### src/cmrm_consts.svh
// Purpose: Constants for the core memory request multiplexer.
// Assumes: 10 MHz system clock.
// Notes: Cycle length is counted in clock periods.
`ifndef CMRM_CONSTS_SVH
`define CMRM_CONSTS_SVH
`define CMRM_NUM_CH 4
`define CMRM_ADDR_W 15
`define CMRM_DATA_W 24
`define CMRM_SEL_BIT 14
`define CMRM_CLK_NS 100
`define CMRM_CYCLE_NS 1700
`define CMRM_CYCLE_CLKS (`CMRM_CYCLE_NS / `CMRM_CLK_NS)
`define CMRM_INIT_CLKS 1
`define CMRM_READY_AT 10
`define CMRM_CNT_W 5
`endif

### src/cmrm_pkg.sv
// Purpose: Types for the core memory request multiplexer.
// Assumes: Nothing beyond the constants header.
// Notes: One struct carries one requester's memory request.
`default_nettype none
`include "cmrm_consts.svh"
package cmrm_pkg;
   typedef struct packed {
      logic req;
      logic store;
      logic [`CMRM_ADDR_W-1:0] addr;
      logic [`CMRM_DATA_W-1:0] wdata;
   } cmrm_req_t;
   typedef enum logic [2:0] {
      CMRM_IDLE = 3'b001,
      CMRM_GRANT = 3'b010,
      CMRM_RUN = 3'b100
   } cmrm_state_t;
endpackage
`default_nettype wire

### src/cmrm_mux.sv
// Purpose: Fixed priority request multiplexer in front of the core memory.
// Assumes: Requests held until release; module timing runs on its own.
// Notes: Channel 0 is bulk controller, 3 is the processor.
//
// Operation
// RULE_01 - Grant starts cycle and hands memory control
// RULE_02 - Timing starts only on requester request
// RULE_03 - Send initiate pulse and mode signal
// RULE_04 - Route address; write data in, read out
// RULE_05 - First clock sets pending, clears enable
// RULE_06 - Processor grant only with no others pending
// RULE_07 - Processor address through address multiplexer
// RULE_08 - Processor data through data multiplexer
// RULE_09 - Processor store select sets module mode
// RULE_10 - Parity check enabled only on reads
// RULE_11 - Ready and release only to granted
// RULE_12 - Store gives write request, else read
// RULE_13 - Write request clear/write, otherwise read/restore
// RULE_14 - Fixed priority, bulk highest, processor lowest
// RULE_15 - No preemption; re-arbitrate at cycle end
// RULE_16 - Address bit 14 selects memory module
// RULE_17 - Check read data odd parity, flag errors
// RULE_18 - Reset clears pending flops and grants
`default_nettype none
`include "cmrm_consts.svh"
module cmrm_mux (
   input wire logic clk_in,
   input wire logic reset_n_in,
   input wire cmrm_pkg::cmrm_req_t [`CMRM_NUM_CH-1:0] chan_in,
   input wire logic [`CMRM_DATA_W-1:0] mem_rdata_in,
   input wire logic mem_rparity_in,
   input wire logic mem_ready_in,
   input wire logic mem_release_in,
   output logic [`CMRM_NUM_CH-1:0] grant_out,
   output logic [`CMRM_NUM_CH-1:0] data_ready_out,
   output logic [`CMRM_NUM_CH-1:0] mem_release_out,
   output logic [`CMRM_DATA_W-1:0] rdata_out,
   output logic [`CMRM_ADDR_W-1:0] addr_mux_out,
   output logic [`CMRM_DATA_W-1:0] data_mux_out,
   output logic write_request_out,
   output logic read_request_out,
   output logic module1_select_out,
   output logic module2_select_out,
   output logic parity_error_out,
   output logic busy_out
);
   import cmrm_pkg::*;

   // ****************************************************************
   // Arbitration
   // ****************************************************************
   cmrm_state_t state_q, state_d;
   logic [`CMRM_NUM_CH-1:0] pending_q;
   logic [`CMRM_NUM_CH-1:0] grant_q;
   logic time_count_enable_ff;
   logic [`CMRM_CNT_W-1:0] count_q;
   logic [`CMRM_NUM_CH-1:0] req_vec;
   logic [`CMRM_NUM_CH-1:0] prio_grant;
   logic [1:0] win_idx;

   genvar g;
   for (g = 0; g < `CMRM_NUM_CH; g++) begin : g_req
      assign req_vec[g] = chan_in[g].req;
   end

   // Pending flops take requests only while the memory is idle.
   wire take_req = (state_q == CMRM_IDLE) && (|req_vec); // RULE_02
   wire proc_pending_ff = pending_q[3];
   wire bulk_pending_ff = pending_q[0];

   // Priority gates; a lower channel wins only if all higher are clear.
   assign prio_grant[0] = bulk_pending_ff; // RULE_14
   assign prio_grant[1] = pending_q[1] & ~pending_q[0];
   assign prio_grant[2] = pending_q[2] & ~|pending_q[1:0];
   assign prio_grant[3] = proc_pending_ff & ~|pending_q[2:0]; // RULE_06
   assign win_idx = prio_grant[0] ? 2'd0 : prio_grant[1] ? 2'd1 :
                    prio_grant[2] ? 2'd2 : 2'd3;

   wire cycle_end = (state_q == CMRM_RUN) &&
                    (count_q == `CMRM_CNT_W'(`CMRM_CYCLE_CLKS - 1));

   // Sequencer: idle, grant one cycle, run for the fixed cycle length.
   always_comb begin
      state_d = state_q;
      case (state_q)
         CMRM_IDLE: begin
            if (|req_vec) state_d = CMRM_GRANT;
         end
         CMRM_GRANT: state_d = CMRM_RUN; // RULE_01
         CMRM_RUN: begin
            if (cycle_end) state_d = CMRM_IDLE; // RULE_15
         end
         default: state_d = CMRM_IDLE;
      endcase
   end

   // Grant is frozen for the whole cycle, so no preemption is possible.
   always_ff @(posedge clk_in) begin
      if (!reset_n_in) begin
         state_q <= CMRM_IDLE; // RULE_18
         pending_q <= '0;
         grant_q <= '0;
         time_count_enable_ff <= 1'b1;
         count_q <= '0;
      end else begin
         state_q <= state_d;
         if (take_req) begin
            pending_q <= req_vec; // RULE_05
            time_count_enable_ff <= 1'b0;
         end else if (cycle_end) begin
            pending_q <= '0;
            time_count_enable_ff <= 1'b1;
         end
         if (state_q == CMRM_GRANT) grant_q <= prio_grant; // RULE_15
         else if (cycle_end) grant_q <= '0;
         count_q <= (state_q == CMRM_RUN) ?
                    count_q + `CMRM_CNT_W'(1) : '0;
      end
   end

   // ****************************************************************
   // Datapath multiplexers
   // ****************************************************************
   cmrm_req_t win;
   assign win = chan_in[win_idx]; // RULE_04
   wire in_cycle = (state_q == CMRM_RUN);
   wire is_write = win.store; // RULE_12
   wire init_pulse = in_cycle && (count_q == '0); // RULE_03
   wire [`CMRM_NUM_CH-1:0] rd_strobe =
      (mem_ready_in && in_cycle && !is_write) ? grant_q : '0;

   logic [`CMRM_ADDR_W-1:0] addr_q;
   logic [`CMRM_DATA_W-1:0] data_q, rdata_q;
   logic wr_q, rd_q, m1_q, m2_q, busy_q;
   logic [`CMRM_NUM_CH-1:0] ready_q, rel_q;

   // Outputs registered; addr and data follow the frozen winner.
   always_ff @(posedge clk_in) begin
      if (!reset_n_in) begin
         addr_q <= '0;
         data_q <= '0;
         rdata_q <= '0;
         wr_q <= 1'b0;
         rd_q <= 1'b0;
         m1_q <= 1'b0;
         m2_q <= 1'b0;
         busy_q <= 1'b0;
         ready_q <= '0;
         rel_q <= '0;
      end else begin
         addr_q <= state_q == CMRM_IDLE ? '0 : win.addr; // RULE_07
         data_q <= state_q == CMRM_IDLE ? '0 : win.wdata; // RULE_08
         wr_q <= in_cycle && is_write; // RULE_09 RULE_13
         rd_q <= in_cycle && !is_write; // RULE_13
         m1_q <= init_pulse && !win.addr[`CMRM_SEL_BIT]; // RULE_16
         m2_q <= init_pulse && win.addr[`CMRM_SEL_BIT]; // RULE_03
         busy_q <= state_d != CMRM_IDLE;
         ready_q <= mem_ready_in && in_cycle ? grant_q : '0; // RULE_11
         rel_q <= mem_release_in && in_cycle ? grant_q : '0; // RULE_11
         if (|rd_strobe) rdata_q <= mem_rdata_in; // RULE_04
      end
   end

   // Parity checker is enabled on read strobes only.
   cmrm_parity cmrm_parity_i (
      .clk_in(clk_in),
      .reset_n_in(reset_n_in),
      .enable_in(|rd_strobe), // RULE_10
      .data_in(mem_rdata_in),
      .parity_in(mem_rparity_in),
      .error_out(parity_error_out)
   );

   assign grant_out = grant_q;
   assign data_ready_out = ready_q;
   assign mem_release_out = rel_q;
   assign rdata_out = rdata_q;
   assign addr_mux_out = addr_q;
   assign data_mux_out = data_q;
   assign write_request_out = wr_q;
   assign read_request_out = rd_q;
   assign module1_select_out = m1_q;
   assign module2_select_out = m2_q;
   assign busy_out = busy_q;

   // ****************************************************************
   // Assertions
   // ****************************************************************
   // Grants are exclusive and the processor wins only when alone.
   one_grant_a: assert property (@(posedge clk_in) // RULE_14
      disable iff (!reset_n_in) $onehot0(grant_q))
      else $error("more than one grant");
   proc_grant_a: assert property (@(posedge clk_in) // RULE_06
      disable iff (!reset_n_in) grant_q[3] |-> !(|pending_q[2:0]))
      else $error("processor granted over another channel");
   // A grant phase must always hand the memory to one requester.
   grant_start_a: assert property (@(posedge clk_in) // RULE_01
      disable iff (!reset_n_in) (state_q == CMRM_GRANT) |=>
      (grant_q != '0) && in_cycle)
      else $error("grant phase without a running cycle");
   no_preempt_a: assert property (@(posedge clk_in) // RULE_15
      disable iff (!reset_n_in) (in_cycle && !cycle_end) |=> $stable(grant_q))
      else $error("grant changed mid cycle");
   pend_take_a: assert property (@(posedge clk_in) // RULE_05
      disable iff (!reset_n_in) take_req |=> (pending_q == $past(req_vec))
      && !time_count_enable_ff) else $error("pending not set");
   start_req_a: assert property (@(posedge clk_in) // RULE_02
      disable iff (!reset_n_in) (state_q == CMRM_IDLE && !(|req_vec))
      |=> state_q == CMRM_IDLE) else $error("cycle without request");
   // A longer initiate would start the module a second time.
   init_once_a: assert property (@(posedge clk_in) // RULE_03
      disable iff (!reset_n_in) (m1_q || m2_q) |=> !(m1_q || m2_q))
      else $error("initiate pulse longer than one clock");
   init_sel_a: assert property (@(posedge clk_in) // RULE_16
      disable iff (!reset_n_in) init_pulse |=>
      (m2_q == $past(win.addr[`CMRM_SEL_BIT])) && (m1_q != m2_q))
      else $error("wrong module select");
   mode_excl_a: assert property (@(posedge clk_in) // RULE_13
      disable iff (!reset_n_in) !(wr_q && rd_q))
      else $error("read and write together");
   ready_route_a: assert property (@(posedge clk_in) // RULE_11
      disable iff (!reset_n_in) (ready_q & ~$past(grant_q)) == '0)
      else $error("ready to ungranted");
endmodule
`default_nettype wire

### src/cmrm_parity.sv
// Purpose: Odd parity check of one read word with its parity bit.
// Assumes: Inputs synchronous to clk_in.
// Notes: Flag is registered and only updates while enabled.
`default_nettype none
`include "cmrm_consts.svh"
module cmrm_parity (
   input wire logic clk_in,
   input wire logic reset_n_in,
   input wire logic enable_in,
   input wire logic [`CMRM_DATA_W-1:0] data_in,
   input wire logic parity_in,
   output logic error_out
);
   logic error_q;
   wire odd_ok = ^{data_in, parity_in};
   // Error is raised only on an enabled strobe whose word has even parity.
   always_ff @(posedge clk_in) begin
      if (!reset_n_in) begin
         error_q <= 1'b0;
      end else if (enable_in) begin
         error_q <= ~odd_ok; // RULE_17
      end
   end
   assign error_out = error_q;
endmodule
`default_nettype wire

### config.mk
export PLATFORM = sky130hd
export DESIGN_NAME = cmrm_mux
export DESIGN_NICKNAME = d
export VERILOG_FILES = /design/src/cmrm_pkg.sv /design/src/cmrm_mux.sv /design/src/cmrm_parity.sv
export VERILOG_INCLUDE_DIRS = /design/src /design/src/src
export SDC_FILE = /design/constraint.sdc
export NUM_CORES = 1
export LEC_CHECK = 0
export ABC_CLOCK_PERIOD_IN_PS = 3000
export BUFFER_PORTS_ARGS = -buffer_cell sky130_fd_sc_hd__buf_2
export CELL_PAD_IN_SITES_DETAIL_PLACEMENT = 1
export CELL_PAD_IN_SITES_GLOBAL_PLACEMENT = 1
export CORE_UTILIZATION = 35
export CTS_CLUSTER_SIZE = 12
export DETAILED_ROUTE_END_ITERATION = 6
export PLACE_DENSITY_LB_ADDON = 0.1
export SYNTH_ARGS = -nofsm -noshare
export SYNTH_HDL_FRONTEND = slang
export SYNTH_HIERARCHICAL = 1
export SYNTH_SLANG_ARGS = --single-unit
### constraint.sdc
create_clock -name clk_in -period 3 [get_ports clk_in]
set_clock_uncertainty 0.15 [all_clocks]
set_input_delay 0.15 -clock clk_in [delete_from_list [all_inputs] [get_ports clk_in]]
set_output_delay 0.15 -clock clk_in [all_outputs]
set_load 0.02 [all_outputs]
==> results.py <==
metrics = {
    "status": {
        "run_status": "finished clean",
    },
    "placed_design": {
        "buffer_ports.inserted": 273,
        "pre_cts_ws_ns": 0.6630,
        "gpl.final_weighted_congestion": 0.8340,
        "dp.final_hpwl_um": 13730,
    },
    "sta": {
        "setup_repair_after_global_routing_missed_its_margin": "false",
        "setup_viol_count_final": 0,
        "finalHoldWorstSlack_ns": 0.05197,
        "report.final.slew_viol_count": 0,
        "minimum_clock_period_ns": 2.355,
        "max_slew_margin": 0.3254,
        "setup-tns-final_ns": 0,
        "final.setup.worst_slack_ns": 0.6449,
        "timing_worst_slew_pin_value_ns": 1.004,
        "timing.final.crit_share": 0.7850,
        "clock.fmax_ghz": 0.4246,
        "hold_viol": 0,
    },
    "worst_setup_path": {
        "timing.rr.start": "pending_q[2]$_SDFFE_PN0P_",
        "critPathMaxFanout": 25,
        "critical-path-slowest-cell": "sky130_fd_sc_hd__o211a_1",
        "critPathArrivalTime_ns": 2.43,
        "timing.critical_path.cells": "mux2_2 > o211a_1 > buf_4 > o211ai_1",
        "crit_path_max_delay_family": "compound AO/OA/AOI/OAI gates",
        "timing.critical_path.buf_inv": 1,
        "crit_required_ns": 3.08,
        "path_class": "flip-flop to flip-flop",
        "crit_path_max_incr_delay_ns": 0.74,
        "crit_path_end_kind": "flip-flop",
        "crit_path_start": "pending_q[2]$_SDFFE_PN0P_",
        "crit_path_start_kind": "flip-flop",
    },
    "logic_synthesis": {
        "yosysWarnings": 6,
        "syn_inst": 568,
        "synthesis.area_per_instance_um2": 9.040,
        "synth_top_flop_cell": "sky130_fd_sc_hd__dfxtp_1",
        "synth-seq-cells": 93,
        "post_synth_instance_area_um2": 5135,
        "yosys.cell_types.count": 47,
        "yosysSeqAreaShare": 0.3626,
        "synthesis.nets": 763,
        "synth_edf_count": 0,
        "fraction_of_registers_with_async_set_reset": 0,
    },
    "clock_tree": {
        "tritoncts": "yes",
        "clkTransAtPathRegs_ns": 0.06,
        "cts_setup_buffers": 0,
        "clock_insertion_delay_worst_skew_ns": 0.35,
        "cts_inserted_buffers": 9,
        "clock_sinks": 93,
        "cts_max_level": 3,
        "cts-root-to-sink-buffers": 2,
        "cts.root.buffer_cell": "sky130_fd_sc_hd__clkbuf_16",
    },
    "floorplan": {
        "floorplan.initialDensity": 0.3643,
        "dieHeight_um": 123.1,
        "rows": 43,
        "core_area_um2": 14100,
        "total_die_area_um2": 15160,
        "die_w_um": 123.1,
        "top_level_ports": 274,
    },
    "power": {
        "power.leakage_nw": 3.341,
        "total_power_w": 0.003812,
        "pwr_density_cell_nw_per_um2": 503.4,
        "max-vdd-ir-drop_mv": 0.3251,
    },
    "global_routing": {
        "grt_max_degree": 82,
        "groute.usage.overall": 0.2582,
        "first_pass_grt_wire_length_um": 29900,
        "via_count_of_the_first_global_routing_pass": 6020,
        "globalRouteOverflowTotal": 0,
        "initial_antenna_violation_count": 1,
    },
    "routing": {
        "maxUsedRoutingLayer": "met4",
        "met2WireLength_um": 10200,
        "dr_total_vias": 5570,
        "wire_per_inst_um": 18.30,
        "met3RoutedLength_um": 1113,
        "drt_iter0_drc": 319,
        "wirelength_met1_um": 7480,
        "ant_nets": 0,
        "detail_route.vias_per_cell": 5.250,
        "remaining_drc_errors": 0,
        "first_pass_iters": 4,
        "routed_wl_um": 19410,
    },
    "hold_path": {
        "worst_hold_startpoint": "chan_in[68]",
        "worst_hold_path_type": "primary input to flip-flop",
    },
    "finish": {
        "syn_to_final_growth_pct": 47.49,
        "final_layout_size_suffix_gt1_frac": 0.4221,
        "num-nets-final": 1069,
    },
    "job": {
        "cap_violations": 0,
    },
}
-- final timing paths --
check	end	slack, ns	cells past startpoint
worst min register to register	count_q[0]$_SDFF_PN0_	0.34	1
worst min-delay path	addr_mux_out[3]$_SDFF_PP0_	0.05	4
worst max-delay path	rdata_out[2]$_SDFFE_PN0P_	0.64	4
worst max register to register	rdata_out[2]$_SDFFE_PN0P_	0.64	4
-- kinds of logic after synthesis --
family	after synthesis	synth area share
flip-flops	93	0.3626
AO/OA/AOI/OAI	170	0.2417
XOR/XNOR	25	0.04946
AND/OR/NAND/NOR	172	0.1964
adder cells (fa/ha/maj)	2	0.004873
buffers and inverters	66	0.05726
multiplexers	40	0.08772
-- sequential cells by signal, indices dropped and copies added, names as in the netlist --
register,flops
addr_mux_out,15
data_mux_out,24
grant_out,4
cmrm_parity_i/error_out,1
data_ready_out,4
read_request_out,1
mem_release_out,4
module2_select_out,1
module1_select_out,1
write_request_out,1
count_q,5
state_q,3
pending_q,4
busy_out,1
rdata_out,24
-- final cells by class --
cell class / instances / area, um^2
Fill cell: 1668 / 6523
Multi-Input combinational cell: 409 / 2999
Sequential cell: 93 / 1866
Tap cell: 180 / 225.2
Antenna cell: 2 / 5.005
Inverter: 6 / 22.52
Clock inverter: 6 / 62.56
Clock buffer: 10 / 239.0
Timing Repair Buffer: 355 / 2155
-- power by group --
part	switching (W)	internal, W	total, W
Combinational	0.000715	0.000533	0.00125
Sequential	0.0000528	0.00134	0.00139
Clock	0.000505	0.000666	0.00117
-- layer usage --
layer	global-route usage	up-vias
met4	0.1280	0
met2	0.4658	186
met1	0.2793	2644
met3	0.06411	39
li1	-	2701
met5	0	-
-- cell usage after synthesis (3+ instances only) --
master	number	area [um^2]
sky130_fd_sc_hd__a21oi_1	42	210.2
sky130_fd_sc_hd__a32o_1	6	60.06
sky130_fd_sc_hd__and2_1	26	162.7
sky130_fd_sc_hd__and3_1	8	50.05
sky130_fd_sc_hd__and4bb_2	3	37.54
sky130_fd_sc_hd__buf_1	3	11.26
sky130_fd_sc_hd__buf_2	13	65.06
sky130_fd_sc_hd__buf_6	4	45.04
sky130_fd_sc_hd__clkbuf_1	40	150.1
sky130_fd_sc_hd__dfxtp_1	93	1862
sky130_fd_sc_hd__inv_1	6	22.52
sky130_fd_sc_hd__mux2_2	40	450.4
sky130_fd_sc_hd__nand2_1	42	157.7
sky130_fd_sc_hd__nand2b_1	43	269.0
sky130_fd_sc_hd__nand4_1	24	150.1
sky130_fd_sc_hd__nor2_1	6	22.52
sky130_fd_sc_hd__o2111ai_1	24	210.2
sky130_fd_sc_hd__o211ai_1	46	345.3
sky130_fd_sc_hd__o211ai_2	17	212.7
sky130_fd_sc_hd__o21ai_0	24	120.1
sky130_fd_sc_hd__xnor2_1	18	157.7
sky130_fd_sc_hd__xor2_1	4	35.03
-- timing repair --
action | in CTS | in global routing
gates resized for setup | 0 | 0
hold endpoints to repair | 73 | 0
hold buffers | 69 | 0
-- tightest hold or removal path, delay by kind of cell --
kind,cells,cell delay (ns)
compound gates,2,0.21
simple gates,1,0.08
buf+inv,1,0.08
-- stage by stage --
stage	std cells	util	area, um^2
3_5_place_dp	974	0.4665	6576
2_1_floorplan	568	-	5135
5_1_grt	1059	0.5369	7569
3_3_place_gp	974	0.4665	6576
4_1_cts	1059	0.5369	7569
6_report	1061	0.5373	7574
-- cell usage in the layout, fill, tap and decap left out, types with 3 or more instances in the layout --
cell	instances
sky130_fd_sc_hd__dfxtp_1	90
sky130_fd_sc_hd__dfxtp_2	3
sky130_fd_sc_hd__o211ai_1	46
sky130_fd_sc_hd__xor2_1	4
sky130_fd_sc_hd__buf_4	13
sky130_fd_sc_hd__mux2_2	40
sky130_fd_sc_hd__nand4_1	24
sky130_fd_sc_hd__nor2_1	6
sky130_fd_sc_hd__o2111ai_1	24
sky130_fd_sc_hd__o21ai_0	24
sky130_fd_sc_hd__inv_1	6
sky130_fd_sc_hd__and2_1	26
sky130_fd_sc_hd__a32o_1	6
sky130_fd_sc_hd__nand2b_1	43
sky130_fd_sc_hd__and4bb_2	3
sky130_fd_sc_hd__xnor2_1	18
sky130_fd_sc_hd__clkbuf_16	9
sky130_fd_sc_hd__buf_2	273
sky130_fd_sc_hd__nand2_1	42
sky130_fd_sc_hd__dlygate4sd3_1	69
sky130_fd_sc_hd__o211ai_2	17
sky130_fd_sc_hd__a21oi_1	42
sky130_fd_sc_hd__clkinvlp_4	3
sky130_fd_sc_hd__and3_1	8
(Power assumes the default switching activity.)
